File: src/hw/snvm_defines.svh
// Offsets, field positions, reset values and timing counts for the NVM control
`ifndef SNVM_DEFINES_SVH
`define SNVM_DEFINES_SVH

// Register offsets on the serial control port
`define SNVM_OFF_BUSY     12'hB00
`define SNVM_OFF_ERROR    12'hB01
`define SNVM_OFF_RELOAD   12'hB02
`define SNVM_OFF_SAVE     12'hB03

// Field positions
`define SNVM_BIT_BUSY     0
`define SNVM_BIT_ERROR    0
`define SNVM_BIT_WREN     0
`define SNVM_BIT_RELOAD   1
`define SNVM_BIT_SAVE     0
`define SNVM_BIT_CMDTYPE  7

// Reset values
`define SNVM_RST_BYTE     8'h00

// Segment command list location and operational codes
`define SNVM_LIST_BASE    12'hA00
`define SNVM_OP_UPDATE    8'h80

// Least gap between transfers, kept by the host
`define SNVM_GAP_NS       10000
`define SNVM_CLK_NS       50
`define SNVM_GAP_CYCLES   ((`SNVM_GAP_NS + `SNVM_CLK_NS - 1) / `SNVM_CLK_NS)

`endif

File: src/hw/snvm_pkg.sv
// Types shared by the settings NVM transfer control
`default_nettype none
package snvm_pkg;

	// Register access from the serial control port
	typedef struct packed {
		logic        wr;
		logic        rd;
		logic [11:0] addr;
		logic [7:0]  data;
	} snvm_req_t;

	// Write side towards the buffer register bank
	typedef struct packed {
		logic        we;
		logic [11:0] addr;
		logic [7:0]  data;
	} snvm_bank_t;

	// Transfer engine states
	typedef enum logic [5:0] {
		ST_IDLE = 6'b000001,
		ST_CMD  = 6'b000010,
		ST_AHI  = 6'b000100,
		ST_ALO  = 6'b001000,
		ST_DATA = 6'b010000,
		ST_SUM  = 6'b100000
	} snvm_state_t;

endpackage
`default_nettype wire

File: src/hw/settings_nvm_transfer_control.sv
// Settings NVM transfer control: registers, transfer engine and store array
//
// Functional notes
// Busy register bit 0 reads 1 during any store transfer, else 0.
// Status pin shows the busy flag when the routing control is set.
// Error register bit 0 reads 1 after bad data, 0 after good data.
// With strap low, bit 1 starts soft reset and reload; self-clears.
// Write enable bit 0 resets to 0 and blocks every save while 0.
// Host waits at least 10 us between consecutive save or load transfers.
// Writing 1 to save bit 0 starts copying buffer bank into store.
// Save bit clears itself when the copy into the store finishes.
// Command top bit 0: length minus one, then two address bytes, MSB first.
// Busy also covers reload; error reflects the most recent transfer.
`default_nettype none
`include "snvm_defines.svh"

module settings_nvm_transfer_control #(
	parameter int STORE_DEPTH = 256
) (
	input  wire logic               clock,
	input  wire logic               rst,
	input  wire snvm_pkg::snvm_req_t regReq,
	output logic [7:0]              regRdData,
	input  wire logic               strapPin,
	input  wire logic               statusRouteBusy,
	input  wire logic               statusOther,
	output logic                    statusPin,
	output snvm_pkg::snvm_bank_t    bankWr,
	output logic [11:0]             bankRdAddr,
	input  wire logic [7:0]         bankRdData,
	output logic                    ioUpdate,
	output logic                    softReset
);
	import snvm_pkg::*;

	localparam int PW = $clog2(STORE_DEPTH);

	// ------------------------------------------------------------------
	// State
	// ------------------------------------------------------------------
	snvm_state_t   state,     next_state;
	logic          busy,      next_busy;
	logic          dataErr,   next_dataErr;
	logic          writeEn,   next_writeEn;
	logic          reloadReq, next_reloadReq;
	logic          saveReq,   next_saveReq;
	logic          modeSave,  next_modeSave;
	logic [7:0]    listIdx,   next_listIdx;
	logic [6:0]    count,     next_count;
	logic [15:0]   segAddr,   next_segAddr;
	logic [PW-1:0] storePtr,  next_storePtr;
	logic [7:0]    sum,       next_sum;
	logic [7:0]    rdData,    next_rdData;
	logic          upd,       next_upd;
	logic          srst,      next_srst;

	// Store array and its write port
	logic [7:0]    store [STORE_DEPTH];
	logic          storeWe;
	logic [7:0]    storeWrData;
	logic [7:0]    storeRdData;
	logic [7:0]    cmdByte;
	logic          startSave;
	logic          startLoad;

	assign storeRdData = store[storePtr];
	assign cmdByte     = bankRdData;

	// ------------------------------------------------------------------
	// Start decode
	// ------------------------------------------------------------------
	// Writes that would start a transfer are ignored while one is running
	always_comb begin
		startSave = 1'b0;
		startLoad = 1'b0;
		if (regReq.wr && !busy) begin
			if (regReq.addr == `SNVM_OFF_SAVE) begin
				startSave = regReq.data[`SNVM_BIT_SAVE] & writeEn;
			end else if (regReq.addr == `SNVM_OFF_RELOAD) begin
				startLoad = regReq.data[`SNVM_BIT_RELOAD] & ~strapPin;
			end
		end
	end

	// ------------------------------------------------------------------
	// Next-state logic for registers and engine
	// ------------------------------------------------------------------
	always_comb begin
		next_state     = state;
		next_busy      = busy;
		next_dataErr   = dataErr;
		next_writeEn   = writeEn;
		next_reloadReq = reloadReq;
		next_saveReq   = saveReq;
		next_modeSave  = modeSave;
		next_listIdx   = listIdx;
		next_count     = count;
		next_segAddr   = segAddr;
		next_storePtr  = storePtr;
		next_sum       = sum;
		next_rdData    = rdData;
		next_upd       = 1'b0;
		next_srst      = 1'b0;
		storeWe        = 1'b0;
		storeWrData    = storeRdData;
		bankWr         = '0;
		bankRdAddr     = `SNVM_LIST_BASE + {4'h0, listIdx};

		// Protection bit is plain read/write, never touched by the engine
		if (regReq.wr && regReq.addr == `SNVM_OFF_RELOAD) begin
			next_writeEn = regReq.data[`SNVM_BIT_WREN];
		end

		// Register read, registered for a clean one-cycle answer
		if (regReq.rd) begin
			if (regReq.addr == `SNVM_OFF_BUSY) begin
				next_rdData = {7'h00, busy};
			end else if (regReq.addr == `SNVM_OFF_ERROR) begin
				next_rdData = {7'h00, dataErr};
			end else if (regReq.addr == `SNVM_OFF_RELOAD) begin
				next_rdData = {6'h00, reloadReq, writeEn};
			end else if (regReq.addr == `SNVM_OFF_SAVE) begin
				next_rdData = {7'h00, saveReq};
			end else begin
				next_rdData = `SNVM_RST_BYTE;
			end
		end

		case (state)
			ST_IDLE: begin
				if (startSave || startLoad) begin
					next_state     = ST_CMD;
					next_busy      = 1'b1;
					next_modeSave  = startSave;
					next_saveReq   = startSave;
					next_reloadReq = startLoad;
					next_srst      = startLoad;
					next_listIdx   = 8'h00;
					next_storePtr  = '0;
					next_sum       = 8'h00;
				end
			end
			ST_CMD: begin
				// Top bit selects data transfer or operational code
				if (!cmdByte[`SNVM_BIT_CMDTYPE]) begin
					next_count   = cmdByte[6:0];
					next_listIdx = listIdx + 8'h01;
					next_state   = ST_AHI;
				end else if (cmdByte == `SNVM_OP_UPDATE) begin
					next_upd     = 1'b1;
					next_listIdx = listIdx + 8'h01;
				end else begin
					next_state = ST_SUM; // End of data
				end
			end
			ST_AHI: begin
				next_segAddr[15:8] = cmdByte;
				next_listIdx       = listIdx + 8'h01;
				next_state         = ST_ALO;
			end
			ST_ALO: begin
				next_segAddr[7:0] = cmdByte;
				next_listIdx      = listIdx + 8'h01;
				next_state        = ST_DATA;
			end
			ST_DATA: begin
				bankRdAddr = segAddr[11:0];
				if (modeSave) begin
					storeWe     = 1'b1;
					storeWrData = bankRdData;
					next_sum    = sum + bankRdData;
				end else begin
					bankWr.we   = 1'b1;
					bankWr.addr = segAddr[11:0];
					bankWr.data = storeRdData;
					next_sum    = sum + storeRdData;
				end
				next_storePtr = storePtr + PW'(1);
				next_segAddr  = segAddr + 16'h0001;
				if (count == 7'h00) begin
					next_state = ST_CMD;
				end else begin
					next_count = count - 7'h01;
				end
			end
			ST_SUM: begin
				// Save appends a checksum; load compares against it
				if (modeSave) begin
					storeWe      = 1'b1;
					storeWrData  = sum;
					next_dataErr = 1'b0;
				end else begin
					next_dataErr = (storeRdData != sum);
				end
				next_busy      = 1'b0;
				next_saveReq   = 1'b0;
				next_reloadReq = 1'b0;
				next_state     = ST_IDLE;
			end
			default: begin
				next_state = ST_IDLE;
			end
		endcase
	end

	// ------------------------------------------------------------------
	// Registers
	// ------------------------------------------------------------------
	always_ff @(posedge clock) begin
		if (rst) begin
			state     <= ST_IDLE;
			busy      <= 1'b0;
			dataErr   <= 1'b0;
			writeEn   <= 1'b0;
			reloadReq <= 1'b0;
			saveReq   <= 1'b0;
			modeSave  <= 1'b0;
			listIdx   <= 8'h00;
			count     <= 7'h00;
			segAddr   <= 16'h0000;
			storePtr  <= '0;
			sum       <= 8'h00;
			rdData    <= `SNVM_RST_BYTE;
			upd       <= 1'b0;
			srst      <= 1'b0;
		end else begin
			state     <= next_state;
			busy      <= next_busy;
			dataErr   <= next_dataErr;
			writeEn   <= next_writeEn;
			reloadReq <= next_reloadReq;
			saveReq   <= next_saveReq;
			modeSave  <= next_modeSave;
			listIdx   <= next_listIdx;
			count     <= next_count;
			segAddr   <= next_segAddr;
			storePtr  <= next_storePtr;
			sum       <= next_sum;
			rdData    <= next_rdData;
			upd       <= next_upd;
			srst      <= next_srst;
		end
	end

	// Store contents survive reset, as a nonvolatile array should
	always_ff @(posedge clock) begin
		if (storeWe) begin
			store[storePtr] <= storeWrData;
		end
	end

	// ------------------------------------------------------------------
	// Outputs
	// ------------------------------------------------------------------
	assign regRdData = rdData;
	assign ioUpdate  = upd;
	assign softReset = srst;
	assign statusPin = statusRouteBusy ? busy : statusOther;

endmodule
`default_nettype wire

File: config.mk
export PLATFORM = sky130hd
export DESIGN_NAME = settings_nvm_transfer_control
export DESIGN_NICKNAME = d
export VERILOG_FILES = /design/src/hw/snvm_pkg.sv /design/src/hw/settings_nvm_transfer_control.sv
export VERILOG_INCLUDE_DIRS = /design/src /design/src/hw
export SDC_FILE = /design/constraint.sdc
export NUM_CORES = 2
export LEC_CHECK = 0
export BUFFER_PORTS_ARGS = -buffer_cell sky130_fd_sc_hd__buf_2
export CORE_MARGIN = 4
export CORE_UTILIZATION = 26
export CTS_BUF_LIST = sky130_fd_sc_hd__clkbuf_8
export CTS_CLUSTER_DIAMETER = 200
export DETAILED_ROUTE_END_ITERATION = 12
export GPL_TIMING_DRIVEN = 0
export PLACE_DENSITY = 0.42
export SLEW_MARGIN = 5
export SYNTH_ARGS = -nofsm -noshare
export SYNTH_HDL_FRONTEND = slang
export SYNTH_SLANG_ARGS = --single-unit
export TNS_END_PERCENT = 30
File: constraint.sdc
create_clock -name clock -period 20.4 [get_ports clock]
set_clock_uncertainty 0.15 [all_clocks]
set_input_delay 1.02 -clock clock [delete_from_list [all_inputs] [get_ports clock]]
set_output_delay 1.02 -clock clock [all_outputs]
set_load 0.01 [all_outputs]
Word level (Yosys, flattened, before mapping). Memory sizes are Yosys's and may differ from the RTL's. A register that Yosys moved wholly into a read port is not among the register bits. Index checks and enable logic that the tools add are counted. W data, S select, Z words.

Flip-flop bits (word level): 69. Bits in writable memories: 2048. Input port bits: 35. Output and inout bits: 44. Word-level logic and storage cells: 117. Memories: 1.

Add/sub/neg operators: 7. Eq/ne operators: 18. Multiplexer cells: 47. Bitwise gates (word level): 7. Reductions and logical operators: 21.

Memory list: store (words 256, bits a word 8, rd ports 1, clocked after Yosys merged registers in 1, write ports 1, RTL line settings_nvm_transfer_control.sv:58) `logic [7:0] store [STORE_DEPTH];`.

Operator list (count): $pmux W8 S2 (5); $mux W8 (8); $eq A12 B12 Y1 const B (4); $mux W21 (2); $pmux W6 S5 (1); $mux W6 (4); $pmux W8 S3 (1); $add A16 B1 Y16 const B (1); $add A8 B1 Y8 const B (2); $add A8 B8 Y8 (2); $mux W1 (16); $mux W7 (2); $pmux W7 S2 (1); $add A12 B8 Y12 const A (1); $mux W12 (1); $reduce_bool A2 Y1 (5); $reduce_and A3 Y1 (3); $eq A8 B8 Y1 const B (1); $ne A2 B2 Y1 const B (4); $ne A8 B8 Y1 (1); $logic_not A7 Y1 (1); $sub A7 B1 Y7 const B (1); $eq A6 B1 Y1 const B (1); $eq A6 B2 Y1 const B (1); other kinds (16) (31).

Longest topological paths before layout.
Word-level depth: 10. Mapped depth: 24. Gate-level depth less buffers: 17.

Worst setup path after synthesis. No wires, ideal clock.

Path type: register to register. From: register (tool-made name). To: memory store[0][0] (data pin). Setup time: 1586 ps. Data arrival time: 9093 ps. Data required time: 18664 ps. Setup slack: 9572 ps. Stages on the path, launching flop included: 14. Path buffers: 6. Period minus slack after synthesis: 10828 ps. Cells stage by stage: dfxtp_1 buf_6 buf_6 buf_6 buf_4 buf_4 buf_4 mux2i_1 o22a_1 a32oi_1 a211oi_1 o2bb2ai_1 or2_2 o22ai_1.

RTL lines (RTL line): to (decl) (settings_nvm_transfer_control.sv:58).

==> impl_metrics.ini <==
[worst_setup_path]
crit_path_max_fanout = 10
critPathBufInv = 7
critPathLaunchType = flip-flop
path_class = flip-flop to primary output
cp_slowest_stage_delay_ns = 0.90
crit_chain = buf_4 > buf_4 > buf_2 > buf_2 > buf_2 > buf_2 > mux4_2 > a22oi_1 > nand4b_1 > o2bb2ai_1 > or2_2 > nor2_1 > buf_2
cpLargestDelayFamily = buffers and inverters
cp_slowest_cell = buf_2
worstPathArrival_ns = 8.06
cpMostUsedCell = buf_2
end_kind = primary output
required_ns = 19.23

[synth]
yosys.area.top_type = edfxtp_1
synth_top_area_share = 0.738
synth_cell_types = 84
synth-edff-count = 2048
synthCells = 4220
synth_top_flop_cell = edfxtp_1
syn_area_sq_um = 83300
yosys_register_bits = 2115
ys_seq_area_frac = 0.754
async_flop_share = 0
synth.avg_cell_area_sq_um = 19.7
synth_warnings = 0
netlist_top_cells_area = edfxtp_1 74%, mux4_2 13%, nor2_1 1.6%, dfxtp_1 1.6%, mux2i_1 1.2%

[sta]
slew_violations = 35
relSlewSlack = -0.122
fin_ws_ns = 11.17
tightest_slew_ns = 1.67
holdWs_ns = 0.106
setup-violations-final = 0
rsz0062_at_grt = false
min_period_ns = 9.23
timing.fmax_mhz = 108
period_share = 0.453
final_hold_viol_count = 0

[clock_tree]
worstSkewPairLatency_ns = 1.14
cts_tree = built
root_buffer = clkbuf_8
cts_buffers = 384
cts_resized = 0
cts_sinks = 2115
cts.path.max_buffers = 4
cts_max_level = 5
clk_pin_slew_worst_paths_ns = 0.06

[global_route]
grt_pass1_vias = 47276
antenna_found_initial = 36
grt_max_degree = 39
grt_overflow = 0
grt.total_usage = 0.217
grt_pass1_wl_microns = 473000

[status]
status = finished, violations left
violations = max-capacitance violations, max-slew violations

[pwr]
power_leakage_nw = 22.5
p_clk_frac = 0.431
combinationalPowerShare = 0.003
cellPowerDensity_nw_per_um2 = 84.7
p_sw_w = 0.00182
ir_worst_vdd_mv = 0.0653
p_int_w = 0.00645
swShare = 0.220
seqPwrFrac = 0.567

[placement]
pre_cts_slack_ns = 11.61
gp_congestion = 0.869
io_buffers = 65
place_hpwl_microns = 246000

[final_layout]
nets = 4824
drive_above_1_share = 0.256
area_delta_synth_final_pct = 17.2

[worst_hold_path]
min_path_type = input pin to flip-flop

[floorplan]
pin_count = 79
coreArea_sq_um = 319000
die_width_microns = 574
dieArea_sq_um = 330000
rows = 207
start_util = 0.262
die_y_microns = 574

[route]
routed_wl_microns = 368000
routedWlPerCell_microns = 39.8
vias = 49194
vias_per_cell = 5.33
antenna_left = 0
drt_iter0_markers = 6845
dr.pass1.iters = 6
route.detailed.drc = 0

[flow_run]
maxCapViolations = 4
==> layout make-up <==
cell class,instances,area [sq um]
Sequential cell,2115,62800
Buffer,251,1590
Multi-Input combinational cell,1834,19000
Fill cell,31143,221000
Inverter,25,93.8
Clock inverter,257,1040
Antenna cell,18,45.0
Tap cell,4180,5230
Timing Repair Buffer,162,2430
Clock buffer,391,5380
==> registers in the layout, indices dropped and copies added (netlist names), named ones only <==
name       cells
busy           1
count          7
dataErr        1
ioUpdate       1
listIdx        8
modeSave       1
regRdData      2
reloadReq      1
saveReq        1
segAddr       12
softReset      1
state          6
store       2048
storePtr       8
sum            8
writeEn        1
==> timing repair <==
action                    in CTS  in global routing
hold buffers                   2                  0
setup buffers                  0                  0
hold endpoints to repair       2                  0
==> power groups by stage <==
stage | registers [W] | logic, W | clock network [W]
after floorplan | 0.00478 | 0.00000967 | 0
after global placement | 0.00478 | 0.0000205 | 0
after detailed placement | 0.00478 | 0.0000205 | 0
after CTS | 0.00469 | 0.0000209 | 0.00361
after global routing | 0.00469 | 0.0000225 | 0.00381
final | 0.00469 | 0.0000210 | 0.00357
==> cell usage after synthesis (all sizes together), types with 5 or more instances <==
library cell / number
edfxtp: 2048
mux4: 482
nor2: 359
nand2: 151
buf: 149
a22oi: 136
mux2i: 102
clkbuf: 101
a21oi: 89
dfxtp: 67
o21ai: 49
o22ai: 46
nand3: 40
nor3: 33
and3: 23
inv: 22
nor4: 22
a221oi: 20
nor2b: 20
and2: 16
ha: 15
mux2: 15
a31oi: 14
nand4: 14
a211oi: 13
o221ai: 12
nand2b: 11
nor3b: 11
xor2: 11
a22o: 9
o211ai: 9
or2: 9
or4: 8
nand3b: 7
or3: 6
a21o: 5
o22a: 5
xnor2: 5
==> through the flow <==
stage | cell area [sq um] | utilization | setup TNS [ns] | power (W) | instances
detailed placement | 91200 | 0.286 | 0 | 0.00480 | 8565
global route | 97600 | 0.307 | 0 | 0.00852 | 9218
global placement | 88900 | 0.279 | -8169.84 | 0.00480 | 8470
CTS | 97600 | 0.307 | 0 | 0.00832 | 9215
finish | 97700 | 0.307 | 0 | 0.00828 | 9233
floorplan | 83400 | - | 0 | 0.00479 | 4225
==> cell usage in the layout, fill, tap and decap left out, types with 14 or more instances in the layout <==
cell         n
a21oi_1     89
a221oi_1    20
a22oi_1    136
a31oi_1     14
and2_1      14
and3_1      23
buf_12      59
buf_16      31
buf_2      124
buf_4       39
buf_6       34
buf_8       14
clkbuf_1    66
clkbuf_2    35
clkbuf_8   391
clkinv_1   101
clkinv_2    27
dfxtp_1     67
diode_2     18
edfxtp_1  2048
ha_1        15
inv_1      145
mux2_2      15
mux2i_1    102
mux4_2     482
nand2_1    151
nand3_1     40
nand4_1     14
nor2_1     356
nor2b_1     18
nor3_1      33
nor4_1      22
o21ai_0     45
o22ai_1     38
==> routing by layer <==
layer  vias up  share of wire  track usage
li1      18582              -            -
met1     27019           0.41        0.290
met2      2895           0.45        0.334
met3       692          0.090       0.0548
met4         6          0.049       0.0930
met5         -        0.00010            0
==> worst paths after layout <==
check	startpoint	end	slack [ns]	cells past startpoint
min reg2reg	regRdData[0]	regRdData[0]	0.32	2
min	regReq[0]	writeEn	0.11	3
max reg2reg	flip-flop	sum[7]	11.44	22
max	flip-flop	bankWr[0]	11.17	13
==> cells by family after synthesis <==
logic type	synth area share
AOI/OAI and AO/OA	0.0368
xor gates and xnor gates	0.00168
adders and majority gates	0.00249
buffers and inverters	0.0197
DFF	0.754
muxes	0.145
other	0.0000450
and+or+nand+nor	0.0407
==> worst min-delay path, stage by stage <==
cell     delay (ns)
buf_2          0.10
mux2i_1        0.06
nor2_1         0.08
No activity file was read; power rests on OpenSTA's default activity.
